**src/hw/ccbs_pkg.sv**
```systemverilog
package ccbs_pkg;

  // ****************************************
  // Opcode word fields
  // ****************************************
  localparam logic [3:0]  CCBS_FLINE          = 4'hf;
  localparam int          CCBS_FLINE_MSB      = 15;
  localparam int          CCBS_FLINE_LSB      = 12;
  localparam int          CCBS_ID_MSB         = 11;
  localparam int          CCBS_ID_LSB         = 9;
  localparam int          CCBS_TYPE_MSB       = 8;
  localparam int          CCBS_TYPE_LSB       = 6;
  localparam int          CCBS_SEL_MSB        = 5;
  localparam logic [2:0]  CCBS_TYPE_SET_BYTE  = 3'h1;
  localparam logic [2:0]  CCBS_TYPE_BR_SHORT  = 3'h2;
  localparam logic [2:0]  CCBS_TYPE_BR_LONG   = 3'h3;

  // ****************************************
  // Interface register selects
  // ****************************************
  localparam logic [1:0]  CCBS_CIR_COND       = 2'h0;
  localparam logic [1:0]  CCBS_CIR_RESP       = 2'h1;
  localparam logic [1:0]  CCBS_CIR_OPND       = 2'h2;

  // ****************************************
  // Response primitives
  // ****************************************
  localparam int          CCBS_PRIM_MSB       = 15;
  localparam int          CCBS_PRIM_LSB       = 14;
  localparam logic [1:0]  CCBS_PRIM_BUSY      = 2'h0;
  localparam logic [1:0]  CCBS_PRIM_XFER      = 2'h1;
  localparam logic [1:0]  CCBS_PRIM_NULL      = 2'h2;
  localparam logic [15:0] CCBS_RESP_BUSY      = 16'h0000;
  localparam logic [15:0] CCBS_RESP_XFER      = 16'h4000;
  localparam logic [15:0] CCBS_RESP_FALSE     = 16'h8000;
  localparam logic [15:0] CCBS_RESP_TRUE      = 16'h8001;

  // ****************************************
  // Byte values, parameter defaults, counts
  // ****************************************
  localparam logic [7:0]  CCBS_BYTE_TRUE      = 8'hff;
  localparam logic [7:0]  CCBS_BYTE_FALSE     = 8'h00;
  localparam logic [31:0] CCBS_WORD_STEP      = 32'h0000_0002;
  localparam logic [2:0]  CCBS_EA_EXT_MAX     = 3'h5;
  localparam logic [2:0]  CCBS_DEF_CP_ID      = 3'h1;
  localparam int          CCBS_DEF_EXT_WORDS  = 0;
  localparam int          CCBS_DEF_EVAL_CYC   = 2;

  typedef enum logic [3:0] {
    DEV_IDLE, DEV_OPCODE, DEV_SELECTOR, DEV_WR_COND, DEV_RD_RESP,
    DEV_EXT, DEV_WR_OPND, DEV_DISP, DEV_EA_EXT, DEV_FINISH
  } ccbs_dev_state_e;

  typedef enum logic [1:0] {
    COP_IDLE, COP_XFER, COP_EVAL, COP_DONE
  } ccbs_cop_state_e;

endpackage : ccbs_pkg

```
**src/hw/ccbs_cir_if.sv**
```systemverilog
`timescale 1ns/1ns
interface ccbs_cir_if;
  logic        cir_req;
  logic        cir_write;
  logic [1:0]  cir_sel;
  logic [2:0]  cir_addr_id;
  logic [15:0] cir_wdata;
  logic [15:0] cir_rdata;
  logic        cir_ack;

  modport dev (output cir_req, output cir_write, output cir_sel, output cir_addr_id,
               output cir_wdata, input cir_rdata, input cir_ack);
  modport cop (input cir_req, input cir_write, input cir_sel, input cir_addr_id,
               input cir_wdata, output cir_rdata, output cir_ack);
endinterface : ccbs_cir_if

```
**src/hw/ccbs_branch_target.sv**
```systemverilog
`timescale 1ns/1ns
module ccbs_branch_target (
  // Displacement words
  input  wire logic        disp_long,
  input  wire logic [15:0] disp_hi,
  input  wire logic [15:0] disp_lo,
  // Base address and result
  input  wire logic [31:0] base_addr,
  output logic      [31:0] target_addr
);

  wire logic [31:0] disp_ext;

  assign disp_ext    = disp_long ? {disp_hi, disp_lo} : {{16{disp_hi[15]}}, disp_hi};
  assign target_addr = base_addr + disp_ext;

endmodule : ccbs_branch_target

```
**src/hw/ccbs_dev.sv**
```systemverilog
// Functional notes
// - F-line opcode, selector id in bits 11:9
// - Bits 8:6 pick short or long branch
// - Branch writes whole opcode to condition register
// - Coprocessor evaluates low six selector bits
// - Coprocessor words precede final displacement words
// - Read response register after condition write
// - Coprocessor may request services via primitives
// - False branch continues with next instruction
// - True branch target is scan counter plus displacement
// - Scan counter points at first displacement word
// - Displacement signed, short form sign-extended
// - Bits 8:6 equal 001 mean set byte
// - Selector word low six bits, rest reserved
// - Set byte writes selector word to register
// - Up to five address words after coprocessor words
// - False result writes all-zero byte
// - True result writes all-ones byte
// - Null primitive carries final true/false result
// - Selector id driven on every register access
`timescale 1ns/1ns
module ccbs_dev (
  // Clock and reset
  input  wire logic              core_clk,
  input  wire logic              rst,
  // Instruction start
  input  wire logic              start,
  input  wire logic [31:0]       pc_start,
  input  wire logic [2:0]        ea_ext_count,
  // Instruction word stream
  input  wire logic              iw_valid,
  input  wire logic [15:0]       iw_data,
  output logic                   iw_ready,
  // Completion
  output logic                   done,
  output logic                   illegal,
  output logic                   branch_taken,
  output logic [31:0]            next_pc,
  // Byte store
  output logic                   byte_wr,
  output logic [7:0]             byte_wr_data,
  output logic [5:0]             byte_wr_ea,
  // Coprocessor interface
  ccbs_cir_if.dev                cir
);
  import ccbs_pkg::*;

  function automatic logic [31:0] step_word(input logic [31:0] addr);
    step_word = addr + CCBS_WORD_STEP;
  endfunction : step_word

  ccbs_dev_state_e state;
  logic [15:0]     opcode;
  logic [31:0]     instruction_scan_counter;
  logic [31:0]     disp_base;
  logic [15:0]     disp_hi;
  logic [15:0]     disp_lo;
  logic            disp_second;
  logic            cond_true;
  logic [2:0]      ea_left;
  logic            cir_req;
  logic            cir_write;
  logic [1:0]      cir_sel;
  logic [2:0]      cir_addr_id;
  logic [15:0]     cir_wdata;

  // ****************************************
  // Opcode decode
  // ****************************************
  wire logic        take_word        = iw_valid & iw_ready;
  wire logic        is_fline         = iw_data[CCBS_FLINE_MSB:CCBS_FLINE_LSB] == CCBS_FLINE;
  wire logic [2:0]  coprocessor_select_field = iw_data[CCBS_ID_MSB:CCBS_ID_LSB];
  wire logic [2:0]  in_type          = iw_data[CCBS_TYPE_MSB:CCBS_TYPE_LSB];
  wire logic        in_set_byte      = in_type == CCBS_TYPE_SET_BYTE;
  wire logic        in_branch        = (in_type == CCBS_TYPE_BR_SHORT) |
                                       (in_type == CCBS_TYPE_BR_LONG);
  wire logic [2:0]  op_type          = opcode[CCBS_TYPE_MSB:CCBS_TYPE_LSB];
  wire logic        set_byte_on_condition = op_type == CCBS_TYPE_SET_BYTE;
  wire logic        cond_branch_long_disp = op_type == CCBS_TYPE_BR_LONG;
  wire logic [1:0]  prim             = cir.cir_rdata[CCBS_PRIM_MSB:CCBS_PRIM_LSB];
  wire logic [2:0]  ea_count         = (ea_ext_count > CCBS_EA_EXT_MAX) ? CCBS_EA_EXT_MAX : ea_ext_count;
  wire logic [31:0] branch_target;

  ccbs_branch_target ccbs_branch_target_i (
    .disp_long   (cond_branch_long_disp),
    .disp_hi     (disp_hi),
    .disp_lo     (disp_lo),
    .base_addr   (disp_base),
    .target_addr (branch_target)
  );

  // ****************************************
  // Interface register outputs
  // ****************************************
  assign cir.cir_req     = cir_req;
  assign cir.cir_write   = cir_write;
  assign cir.cir_sel     = cir_sel;
  assign cir.cir_addr_id = cir_addr_id;
  assign cir.cir_wdata   = cir_wdata;

  // ****************************************
  // Sequencer
  // ****************************************
  always_ff @(posedge core_clk) begin
    if (rst) begin
      state                    <= DEV_IDLE;
      opcode                   <= 16'h0000;
      instruction_scan_counter <= 32'h0000_0000;
      disp_base                <= 32'h0000_0000;
      disp_hi                  <= 16'h0000;
      disp_lo                  <= 16'h0000;
      disp_second              <= 1'b0;
      cond_true                <= 1'b0;
      ea_left                  <= 3'h0;
      iw_ready                 <= 1'b0;
      done                     <= 1'b0;
      illegal                  <= 1'b0;
      branch_taken             <= 1'b0;
      next_pc                  <= 32'h0000_0000;
      byte_wr                  <= 1'b0;
      byte_wr_data             <= 8'h00;
      byte_wr_ea               <= 6'h00;
      cir_req                  <= 1'b0;
      cir_write                <= 1'b0;
      cir_sel                  <= CCBS_CIR_COND;
      cir_addr_id              <= 3'h0;
      cir_wdata                <= 16'h0000;
    end else begin
      done    <= 1'b0;
      byte_wr <= 1'b0;
      case (state)
        DEV_IDLE: begin
          if (start) begin
            instruction_scan_counter <= pc_start;
            illegal                  <= 1'b0;
            branch_taken             <= 1'b0;
            iw_ready                 <= 1'b1;
            state                    <= DEV_OPCODE;
          end
        end
        DEV_OPCODE: begin
          if (take_word) begin
            opcode                   <= iw_data;
            instruction_scan_counter <= step_word(instruction_scan_counter);
            cir_addr_id              <= coprocessor_select_field;
            if (!is_fline || !(in_set_byte || in_branch)) begin
              iw_ready <= 1'b0;
              illegal  <= 1'b1;
              state    <= DEV_FINISH;
            end else if (in_set_byte) begin
              state <= DEV_SELECTOR;
            end else begin
              iw_ready  <= 1'b0;
              cir_req   <= 1'b1;
              cir_write <= 1'b1;
              cir_sel   <= CCBS_CIR_COND;
              cir_wdata <= iw_data;
              state     <= DEV_WR_COND;
            end
          end
        end
        DEV_SELECTOR: begin
          if (take_word) begin
            iw_ready                 <= 1'b0;
            instruction_scan_counter <= step_word(instruction_scan_counter);
            cir_req                  <= 1'b1;
            cir_write                <= 1'b1;
            cir_sel                  <= CCBS_CIR_COND;
            cir_wdata                <= iw_data;
            state                    <= DEV_WR_COND;
          end
        end
        DEV_WR_COND, DEV_WR_OPND: begin
          if (cir.cir_ack) begin
            cir_write <= 1'b0;
            cir_sel   <= CCBS_CIR_RESP;
            state     <= DEV_RD_RESP;
          end
        end
        DEV_RD_RESP: begin
          if (cir.cir_ack) begin
            case (prim)
              CCBS_PRIM_XFER: begin
                cir_req  <= 1'b0;
                iw_ready <= 1'b1;
                state    <= DEV_EXT;
              end
              CCBS_PRIM_NULL: begin
                cir_req     <= 1'b0;
                cond_true   <= cir.cir_rdata[0];
                disp_second <= 1'b0;
                ea_left     <= ea_count;
                if (set_byte_on_condition && ea_count == 3'h0) begin
                  state <= DEV_FINISH;
                end else begin
                  iw_ready <= 1'b1;
                  state    <= set_byte_on_condition ? DEV_EA_EXT : DEV_DISP;
                end
              end
              default: begin
                cir_req <= 1'b1;
              end
            endcase
          end
        end
        DEV_EXT: begin
          if (take_word) begin
            iw_ready                 <= 1'b0;
            instruction_scan_counter <= step_word(instruction_scan_counter);
            cir_req                  <= 1'b1;
            cir_write                <= 1'b1;
            cir_sel                  <= CCBS_CIR_OPND;
            cir_wdata                <= iw_data;
            state                    <= DEV_WR_OPND;
          end
        end
        DEV_DISP: begin
          if (take_word) begin
            instruction_scan_counter <= step_word(instruction_scan_counter);
            if (!disp_second) begin
              disp_base <= instruction_scan_counter;
              disp_hi   <= iw_data;
            end else begin
              disp_lo <= iw_data;
            end
            disp_second <= 1'b1;
            if (disp_second || !cond_branch_long_disp) begin
              iw_ready <= 1'b0;
              state    <= DEV_FINISH;
            end
          end
        end
        DEV_EA_EXT: begin
          if (take_word) begin
            instruction_scan_counter <= step_word(instruction_scan_counter);
            ea_left                  <= ea_left - 3'h1;
            if (ea_left == 3'h1) begin
              iw_ready <= 1'b0;
              state    <= DEV_FINISH;
            end
          end
        end
        DEV_FINISH: begin
          done  <= 1'b1;
          state <= DEV_IDLE;
          if (illegal) begin
            next_pc <= instruction_scan_counter;
          end else if (set_byte_on_condition) begin
            byte_wr      <= 1'b1;
            byte_wr_ea   <= opcode[CCBS_SEL_MSB:0];
            byte_wr_data <= cond_true ? CCBS_BYTE_TRUE : CCBS_BYTE_FALSE;
            next_pc      <= instruction_scan_counter;
          end else begin
            branch_taken <= cond_true;
            next_pc      <= cond_true ? branch_target : instruction_scan_counter;
          end
        end
        default: begin
          state <= DEV_IDLE;
        end
      endcase
    end
  end

endmodule : ccbs_dev

```
**src/flat_wrapper.sv**
```systemverilog
// flat-port wrapper written by rule: the top's interface ports become plain ports
module ccbs_dev_flat import ccbs_pkg::*;
  (core_clk, rst, start, pc_start, ea_ext_count, iw_valid, iw_data, iw_ready, done, illegal, branch_taken, next_pc, byte_wr, byte_wr_data, byte_wr_ea, cir_cir_req, cir_cir_write, cir_cir_sel, cir_cir_addr_id, cir_cir_wdata, cir_cir_rdata, cir_cir_ack);
  ccbs_cir_if cir_i ();
  input  wire logic core_clk;
  input  wire logic rst;
  input  wire logic start;
  input  wire logic [31:0] pc_start;
  input  wire logic [2:0] ea_ext_count;
  input  wire logic iw_valid;
  input  wire logic [15:0] iw_data;
  output logic iw_ready;
  output logic done;
  output logic illegal;
  output logic branch_taken;
  output logic [31:0] next_pc;
  output logic byte_wr;
  output logic [7:0] byte_wr_data;
  output logic [5:0] byte_wr_ea;
  output wire logic [$bits(cir_i.cir_req)-1:0] cir_cir_req;
  output wire logic [$bits(cir_i.cir_write)-1:0] cir_cir_write;
  output wire logic [$bits(cir_i.cir_sel)-1:0] cir_cir_sel;
  output wire logic [$bits(cir_i.cir_addr_id)-1:0] cir_cir_addr_id;
  output wire logic [$bits(cir_i.cir_wdata)-1:0] cir_cir_wdata;
  input wire logic [$bits(cir_i.cir_rdata)-1:0] cir_cir_rdata;
  input wire logic [$bits(cir_i.cir_ack)-1:0] cir_cir_ack;
  assign cir_cir_req = cir_i.cir_req;
  assign cir_cir_write = cir_i.cir_write;
  assign cir_cir_sel = cir_i.cir_sel;
  assign cir_cir_addr_id = cir_i.cir_addr_id;
  assign cir_cir_wdata = cir_i.cir_wdata;
  assign cir_i.cir_rdata = cir_cir_rdata;
  assign cir_i.cir_ack = cir_cir_ack;
  ccbs_dev u_core (.core_clk(core_clk), .rst(rst), .start(start), .pc_start(pc_start), .ea_ext_count(ea_ext_count), .iw_valid(iw_valid), .iw_data(iw_data), .iw_ready(iw_ready), .done(done), .illegal(illegal), .branch_taken(branch_taken), .next_pc(next_pc), .byte_wr(byte_wr), .byte_wr_data(byte_wr_data), .byte_wr_ea(byte_wr_ea), .cir(cir_i));
endmodule
```
**config.mk**
```make
export PLATFORM = sky130hd
export DESIGN_NAME = ccbs_dev_flat
export DESIGN_NICKNAME = d
export VERILOG_FILES = /design/src/hw/ccbs_pkg.sv /design/src/hw/ccbs_cir_if.sv /design/src/hw/ccbs_branch_target.sv /design/src/hw/ccbs_dev.sv /design/src/flat_wrapper.sv
export SDC_FILE = /design/constraint.sdc
export NUM_CORES = 1
export LEC_CHECK = 0
export ABC_CLOCK_PERIOD_IN_PS = 9300
export BUFFER_PORTS_ARGS = -buffer_cell sky130_fd_sc_hd__buf_2
export CORE_ASPECT_RATIO = 0.5
export CORE_UTILIZATION = 31
export CTS_CLUSTER_DIAMETER = 120
export DETAILED_ROUTE_END_ITERATION = 8
export PLACE_DENSITY = 0.54
export SYNTH_ARGS = -nofsm -noshare
export SYNTH_HDL_FRONTEND = slang
export SYNTH_SLANG_ARGS = --single-unit
```
**constraint.sdc**
```tcl
create_clock -name core_clk -period 9.3 [get_ports core_clk]
set_clock_uncertainty 0.15 [all_clocks]
set_input_delay 0.93 -clock core_clk [delete_from_list [all_inputs] [get_ports core_clk]]
set_output_delay 0.93 -clock core_clk [all_outputs]
set_load 0.02 [all_outputs]
```
Word-level counts from Yosys, hierarchy flattened:

Cells that the tools add are included.
W data, S select, Z words.

* input bits: 72
* register bits: 188
* word-level logic and storage cells: 185
* output and inout port bits: 74

* reductions and logical operators: 40
* add/sub/neg operators: 3
* magnitude comparators: 1
* bitwise logic cells: 5
* muxes and demuxes: 75
* equal/unequal tests: 39

Operator list (count)
* $mux W32: 5
* $mux W16: 4
* $pmux W32 S2: 1
* $mux W4: 13
* $add A32 B2 Y32 const B: 1
* $add A32 B32 Y32: 1
* $pmux W16 S2: 1
* $pmux W4 S8: 1
* $mux W31: 1
* $mux W1: 28
* $ne A2 B1 Y1 const B: 11
* $eq A4 B3 Y1 const B: 4
* $reduce_and A4 Y1: 4
* $reduce_and A3 Y1: 5
* $ne A2 B2 Y1 const B: 7
* $eq A4 B4 Y1 const B: 3
* $mux W2: 6
* $mux W3: 4
* $reduce_and A12 Y1: 1
* $reduce_and A6 Y1: 2
* $reduce_bool A2 Y1: 6
* $reduce_and A11 Y1: 1
* $eq A3 B1 Y1 const B: 3
* $eq A3 B2 Y1 const B: 3
* 32 further kinds: 47

Depth between registers and ports, before layout:

Gate-level depths: netlist of the first run.

* word-level depth: 8
* gate-level depth with buffers: 15
* gate-level depth less buffers: 13

Cells and area by module:

Synthesis of the first run repeated with hierarchy kept, for this count alone.

* cell total of the unflattened synthesis: 1313
* area, all modules: 10332.4 µm²

By module, submodules not included
* ccbs_dev: instances 1, cells an instance 1019, area an instance 8295.5 µm², sequential area each 3623.5 µm²
* ccbs_branch_target: instances 1, cells an instance 294, area an instance 2037.0 µm², sequential area each 0.0 µm²

Least setup slack after synthesis of the first run:

Ideal clock, no wire load.

* path kind: register to register
* start: register u_core.opcode[8]
* end: register u_core.next_pc[26]
* period minus slack after synthesis: 3320 ps
* slack: 5980 ps
* setup time: 88 ps
* arrival: 3082 ps
* data required time: 9062 ps
* cell stages (with the launch flop): 16
* buffers on the path: 2
* cells stage by stage: dfxtp_1 -> and3b_1 -> clkbuf_1 -> clkbuf_1 -> nand2_1 -> nand2_1 -> ha_1 -> inv_1 -> fa_1 -> nor2b_4 -> o21bai_2 -> a21o_1 -> a211oi_2 -> o31ai_2 -> or4_1 -> a311oi_2

* cells in the longest elaborated chain, start to end: 6
* elaborated cells on any way between the ends: 7
* those cells by class: add/sub: 1; eq/ne: 2; mux: 4

Ends and longest elaborated chain
* start, declared: RTL line ccbs_dev.sv:53 `logic [15:0] opcode;`
* start signal, assigned: RTL line ccbs_dev.sv:143 `opcode <= iw_data;`
* $eq A3 B2 Y1: RTL line ccbs_dev.sv:79 `wire logic cond_branch_long_disp = op_type == CCBS_TYPE_BR_LONG;`
* $mux W31: RTL line ccbs_branch_target.sv:14 `assign disp_ext = disp_long ? {disp_hi, disp_lo} : {{16{disp_hi[15]}}, disp_hi};`
* $add A32 B32 Y32: RTL line ccbs_branch_target.sv:15 `assign target_addr = base_addr + disp_ext;`
* $mux W32: RTL line ccbs_dev.sv:255 `next_pc <= cond_true ? branch_target : instruction_scan_counter;`
* $mux W32 *: RTL line ccbs_dev.sv:248 `end else if (set_byte_on_condition) begin`
* $mux W32 *: RTL line ccbs_dev.sv:246 `if (illegal) begin`
* end signal, assigned: RTL line ccbs_dev.sv:247 `next_pc <= instruction_scan_counter;`
* end signal, assigned: RTL line ccbs_dev.sv:252 `next_pc <= instruction_scan_counter;`
* end signal, assigned: RTL line ccbs_dev.sv:255
* end, declared: RTL line ccbs_dev.sv:38 `output logic [31:0] next_pc,`

Every way passes the cells marked *; elsewhere a longest branch is shown, timed or not.
A chain may end at the register's enable or synchronous reset.

Final worst setup path of the first run:

* start: register u_core.opcode[8]
* end: register u_core.next_pc[28]

The elaborated chain is that of the path after synthesis.

==> metrics.csv, run 1 <==
stage,metric,value,unit
grt,grtUsageTotal,19.45,%
sta,finalSetupViolations,0,
logic_synthesis,ys_types,83,
clocking,cts_num_sinks,181,
placement,place_ws,5.617,ns
route,routedWlPerCell,17.64,µm
logic_synthesis,async_reset_ff_share,0,%
logic_synthesis,ys_ff_latch,181,
critical_path,startpoint_type,register,
route,ant_nets,0,
critical_path,crit_fanout,17,
floorplanning,core_area,32060,µm²
route,finalWirelength,33010,µm
logic_synthesis,synth_area,10230,µm²
critical_path,required,9.49,ns
grt,antenna_found_initial,1,
floorplanning,num_rows,46,
run,cap_viol_max_count,0,
logic_synthesis,synth.net_count,1481,
logic_synthesis,synthCells,1369,
finish,area_delta_synth_final,13.78,%
grt,grt_pass1_vias,9056,
clocking,postCtsHoldBufs,0,
clocking,cts-root-buf,clkbuf_16,
floorplanning,die_x,259.0,µm
placement,globalplace.congestion,0.9223,
logic_synthesis,synth_seq_area_share,35.41,%
placement,dp_hpwl,23330,µm
placement,io_buffers,132,
clocking,cts_max_level,4,
sta,tns,0,ns
grt,met1_usage,27.47,%
finish,nNetsFinal,1541,
sta,rsz0062_at_grt,false,
sta,fin_crit_sh,41.03,%
clocking,post_cts_resized,0,
critical_path,crit_type,reg -> reg,
grt,grtUsageMet2,30.76,%
logic_synthesis,synth_top_area_share,35.41,%
clocking,tritoncts,yes,
sta,maxSlewHeadroom,26.87,%
floorplanning,ios,146,
critical_path,reg2reg_from,u_core.opcode[8],
finish,drive_gt1_share,13.61,%
route,post_drt_via_cell_ratio,5.233,
clocking,cts_inserted_buffers,17,
sta,timing.fmax,262.1,MHz
logic_synthesis,yosys.area.top_type,dfxtp_1,
floorplanning,initial_core_util,31.92,%
sta,fin_crit,3.816,ns
sta,hold_viol,0,
floorplanning,die_y,130.5,µm
critical_path,arrival,4.00,ns
grt,gr-usage-met3,3.067,%
min_path,holdCritStartpoint,u_core.disp_lo[0],
clocking,postCtsSetupRepairBufs,0,
min_path,hold_path_class,reg -> reg,
outcome,status,"finished, final reports clean",
route,firstDrtPassIters,5,
grt,grt_pass1_wl,51300,µm
critical_path,r2r_cells,12,
pwr,ir_worst_vdd,0.1455,mV
grt,grt_max_degree,95,
sta,slew_violations,0,
pwr,power.leakage,4.646,nW
logic_synthesis,ys_top_cells_by_area,"dfxtp_1 (35%), nand2_1 (11%), a21oi_1 (8.4%)",
finish,antennaDiodeCount,0,
clocking,cts_buffer_depth,2,
route,first_iter_violations,815,
floorplanning,design.die.area,33790,µm²
logic_synthesis,ys_top_cells_by_count,"nand2_1 (311), dfxtp_1 (181), a21oi_1 (171)",
clocking,clk_pin_slew_worst_paths,0.07,ns
sta,hold_ws,0.3088,ns
clocking,clock_latency,0.45,ns
critical_path,crit_start,u_core.opcode[8],
logic_synthesis,synth_ff_type,dfxtp_1,
placement,dpl.cell_count,1842,
logic_synthesis,synth_area_per_cell,7.475,µm²
route,drc_errors,0,
logic_synthesis,synth_warnings,0,
logic_synthesis,synthMostInstantiatedCell,nand2_1,
sta,worst_pin_slew,1.088,ns
grt,grt_busiest_layer,met2,
critical_path,cp-end-kind,register,
grt,grt_overflow_total,0,
pwr,power,2.370,mW
route,vias,9796,
logic_synthesis,synth_edf_count,0,
min_path,whs_path_depth,2,
sta,setup_ws,5.484,ns
finish,stdcell_count,1872,
pwr,power.density,203.5,nW/µm²
[layer usage]
layer,vias up,share of wire (%),wire length (µm)
met2,209,45,14760
met3,29,3.9,1280
met5,-,0.039,13
met1,4596,50,16530
li1,4960,-,-
met4,2,1.3,431
[registers in the layout, indices dropped and copies added, names as in the netlist, 2 cells and up]
name	flops
u_core.instruction_scan_counter	32
u_core.disp_lo	16
u_core.cir.cir_wdata	16
u_core.ea_left	3
u_core.cir.cir_addr_id	3
u_core.cir.cir_sel	2
u_core.next_pc	32
u_core.disp_hi	16
u_core.disp_base	32
u_core.byte_wr_ea	6
u_core.opcode	9
u_core.state	4
[stage by stage]
step | util [%] | area, µm²
floorplan | - | 10230
global placement | 34.41 | 11030
detailed placement | 34.41 | 11030
CTS | 36.32 | 11640
global route | 36.32 | 11640
finish | 36.32 | 11640
[final timing paths]
kind	slack, ns	end
max	5.48	u_core.next_pc[28]
min	0.31	u_core.disp_lo[0]
max reg2reg	5.48	u_core.next_pc[28]
min reg2reg	0.31	u_core.disp_lo[0]
[worst max-delay path, stage by stage, from the launching register on]
cell and delay (ns):
dfxtp_1 0.38, nand3b_1 0.12, buf_4 0.24, and2_1 0.51
a21o_1 0.22, ha_1 0.32, a21oi_1 0.35, o21bai_1 0.22
a211oi_1 0.28, o21bai_1 0.12, a2111oi_0 0.48, mux2i_1 0.16
o211a_1 0.14
[layout make-up]
class | instances | area [µm²]
clock buffer | 21 | 470.5
timing repair buffer | 142 | 742.0
multi-input combinational | 1072 | 6070
inverter | 15 | 56.30
clock inverter | 9 | 141.4
fill | 3431 | 20410
tap | 432 | 540.5
sequential | 181 | 3623
[cells by family after synthesis]
logic type                 count (synthesis)  share of synthesized area, %
adders and majority gates                 40                         4.964
DFF                                      181                         35.41
muxes                                     31                         3.044
AOI/OAI and AO/OA                        387                         23.62
xor gates and xnor gates                  21                         1.797
and+or+nand+nor                          593                         25.70
buffers and inverters                    116                         5.465
[report_power, final]
| part | internal [mW] | switching (mW) | total [mW] |
|---|---|---|---|
| Combinational | 0.214 | 0.377 | 0.591 |
| Sequential | 0.856 | 0.148 | 1.00 |
| Clock | 0.445 | 0.330 | 0.775 |
[cell usage in the layout (no fill, tap or decap), types with 4 or more instances in the layout]
cell / synthesis / routed
nand2_1: 311 / 311
dfxtp_1: 181 / 181
a21oi_1: 171 / 171
buf_2: 22 / 131
nor2_1: 115 / 115
o21ai_0: 46 / 46
nand3_1: 39 / 39
ha_1: 39 / 39
a211oi_1: 32 / 32
mux2i_1: 30 / 30
nor3_1: 27 / 27
a21o_1: 21 / 21
o22ai_1: 18 / 18
and3_1: 18 / 18
clkbuf_16: 0 / 17
nand4_1: 16 / 16
inv_1: 14 / 14
o21ai_1: 12 / 12
xor2_1: 11 / 11
a311oi_1: 11 / 11
xnor2_1: 10 / 10
buf_4: 9 / 10
nor2b_1: 9 / 9
o21a_1: 8 / 8
nand3b_1: 7 / 7
or3_1: 7 / 7
nor4_1: 9 / 7
a2bb2oi_1: 7 / 7
and2_1: 6 / 6
o21bai_1: 6 / 6
a2111oi_0: 5 / 5
a31oi_1: 5 / 5
o31ai_1: 5 / 5
a221oi_1: 5 / 5
o211ai_1: 5 / 5
a22oi_1: 5 / 4
(Power assumes the default switching activity.)
==> run 2: changes to the inputs <==
--- a/config.mk
+++ b/config.mk
@@ -5,13 +5,13 @@
 export SDC_FILE = /design/constraint.sdc
 export NUM_CORES = 1
 export LEC_CHECK = 0
-export ABC_CLOCK_PERIOD_IN_PS = 9300
+export ABC_CLOCK_PERIOD_IN_PS = 3500
 export BUFFER_PORTS_ARGS = -buffer_cell sky130_fd_sc_hd__buf_2
 export CORE_ASPECT_RATIO = 0.5
 export CORE_UTILIZATION = 31
 export CTS_CLUSTER_DIAMETER = 120
 export DETAILED_ROUTE_END_ITERATION = 8
-export PLACE_DENSITY = 0.54
+export PLACE_DENSITY = 0.56
 export SYNTH_ARGS = -nofsm -noshare
 export SYNTH_HDL_FRONTEND = slang
 export SYNTH_SLANG_ARGS = --single-unit
==> constraint.sdc (replaced) <==
create_clock -name core_clk -period 3.5 [get_ports core_clk]
set_clock_uncertainty 0.15 [all_clocks]
set_input_delay 0.35 -clock core_clk [delete_from_list [all_inputs] [get_ports core_clk]]
set_output_delay 0.35 -clock core_clk [all_outputs]
set_load 0.02 [all_outputs]
==> run 2 against run 1 <==
Clock power grew 140%. Flip-flop and latch count did not move. Non-clock buffer count is 39 higher. Total power rose to 2.6 times the previous value. Design area grew 3.2%. Sequential share of layout area is 0.96 points lower. Routed wire length increased by 1.5%. Critical endpoint is now u_core.next_pc[26]. Largest cell class unchanged. Highest routed layer is now met4.
==> metrics.csv, run 2 (synthesis gave the netlist of run 1 again) <==
stage,metric,value,unit,change
outcome,status,"finished, final reports clean",,
pwr,ir_worst_vdd,0.3380,mV,+130%
sta,fin_crit_sh,96.28,%,+55 points
finish,nFillCells,3413,,-0.52%
sta,worst_pin_slew,0.8788,ns,-0.2091 ns
finish,area_delta_synth_final,17.44,%,
critical_path,r2r_cells,13,,+1
sta,fin_crit,3.370,ns,-0.4457 ns
finish,top_regs,"u_core.disp_base: 32 flops, u_core.instruction_scan_counter: 32 flops, u_core.next_pc: 32 flops",,
finish,multi_input_area,6180,µm²,+1.8%
clocking,tritoncts,yes,,
sta,finalSetupViolations,0,,unchanged
clocking,cts_num_sinks,181,,unchanged
critical_path,startpoint_type,register,,
floorplanning,design.die.area,33790,µm²,unchanged
finish,antennaDiodeCount,0,,unchanged
route,vias,10020,,+2.3%
critical_path,path_depth,13,,+1
floorplanning,num_rows,46,,unchanged
grt,antenna_found_initial,0,,-1
finish,nNetsFinal,1580,,+2.5%
grt,grt_overflow_total,0,,unchanged
finish,drive_gt1_share,16.89,%,+3.3 points
clocking,clock_latency,0.45,ns,about the same
critical_path,critical_path_buf_inv_count,2,,+1
grt,grtUsageTotal,19.47,%,about the same
critical_path,crit_type,reg -> reg,,
route,firstDrtPassIters,5,,unchanged
placement,globalplace.congestion,0.9549,,+3.5%
route,first_iter_violations,765,,-6.1%
clocking,cts_max_level,4,,unchanged
route,post_drt_via_cell_ratio,5.242,,+0.17%
route,drc_errors,0,,unchanged
sta,slew_violations,0,,unchanged
critical_path,crit_family,simple AND/OR/NAND/NOR gates,,
placement,io_buffers,132,,unchanged
grt,grt_max_degree,149,,+57%
critical_path,crit_fanout,8,,-9
route,finalWirelength,33520,µm,+1.5%
finish,stdcell_count,1912,,+2.1%
route,ant_nets,0,,unchanged
finish,layout_common_cells,"nand2_1 (311), dfxtp_1 (180), a21oi_1 (168)",,
critical_path,required,3.71,ns,-5.78 ns
finish,final_common_cell,nand2_1,,
pwr,power.leakage,4.824,nW,+3.8%
sta,maxSlewHeadroom,41.29,%,+14 points
placement,dpl.cell_count,1876,,+1.8%
min_path,whs_path_depth,3,,+1
floorplanning,ios,146,,unchanged
floorplanning,die_x,259.0,µm,unchanged
pwr,power.density,513.5,nW/µm²,+150%
floorplanning,initial_core_util,31.92,%,unchanged
finish,seqCellArea,3625,µm²,about the same
critical_path,cp-end-kind,register,,
clocking,cts_inserted_buffers,17,,unchanged
route,routedWlPerCell,17.53,µm,-0.60%
critical_path,crit_top_cell,nand2_1,,
critical_path,cp_slowest_stage_delay,0.51,ns,about the same
run,cap_viol_max_count,0,,unchanged
grt,grt_pass1_vias,8951,,-1.2%
critical_path,arrival,3.58,ns,-0.42 ns
pwr,power,6.171,mW,+160%
grt,grt_pass1_wl,51050,µm,-0.48%
floorplanning,die_y,130.5,µm,unchanged
critical_path,path_cells,nand3b_1 > buf_4 > buf_4 > nand2_1 > nand2_1 > ha_4 > and4_1 > nand2_1 > a21o_1 > a211oi_4 > o31ai_4 > or4_1 > a311oi_2,,
sta,tns,0,ns,unchanged
min_path,hold_path_class,in -> reg,,
floorplanning,core_area,32060,µm²,unchanged
clocking,clk_pin_slew_worst_paths,0.07,ns,about the same
sta,hold_viol,0,,unchanged
sta,timing.fmax,296.7,MHz,+13%
sta,hold_ws,0.02491,ns,-0.2839 ns
critical_path,slowest_stage,or4_1,,
clocking,cts-root-buf,clkbuf_16,,
placement,dp_hpwl,24280,µm,+4.0%
clocking,cts_buffer_depth,2,,unchanged
## run 2: worst paths after layout
kind                          start            endpoint  slack (ns)
setup reg to reg   u_core.opcode[8]  u_core.next_pc[26]        0.13
setup / recovery   u_core.opcode[8]  u_core.next_pc[26]        0.13
hold / removal          iw_data[14]  u_core.disp_lo[14]        0.02
hold reg to reg   u_core.disp_lo[8]   u_core.disp_lo[8]        0.31
## run 2: what timing repair did
item | 4_1_cts | 5_1_grt
hold endpoints to repair | 2 | 0
setup endpoints to repair | 1 | 8
hold buffers | 2 | 0
pin swaps | 0 | 4
gates resized for setup | 1 | 21
setup buffers | 0 | 3
## run 2: layer usage
metal	wire length, µm	GRT usage (%)
met2	14790	30.86
met3	1663	3.414
met1	16400	27.26
met5	0	0
met4	660	5.186
## run 2: final cells by class
type / instances / share of cell area [%]
well taps: 432 / 4.498
flip-flops and latches: 181 / 30.16
inverters: 15 / 0.4685
repair buffers: 181 / 8.860
clock inverters: 11 / 0.7913
clock buffers: 20 / 3.800
multi-input cells: 1072 / 51.42
## run 2: metrics by stage
stage          worst slack, ns  util (%)  cell area (µm²)
2_1_floorplan           0.1799         -            10230
5_1_grt               -0.09439     37.49            12020
3_3_place_gp            0.1170     35.29            11310
3_5_place_dp           0.02390     35.29            11310
6_report                0.1301     37.49            12020
4_1_cts                0.01802     37.07            11890
## run 2: tightest hold or removal path, stage by stage
cell and delay, ns:
buf_2 0.12, nand2_1 0.05, a21oi_1 0.05
## run 2: where the power goes
part / internal, mW / switching (mW)
clock: 0.960 / 0.903
sequential: 2.27 / 0.387
combinational: 0.613 / 1.03
total: 3.85 / 2.32
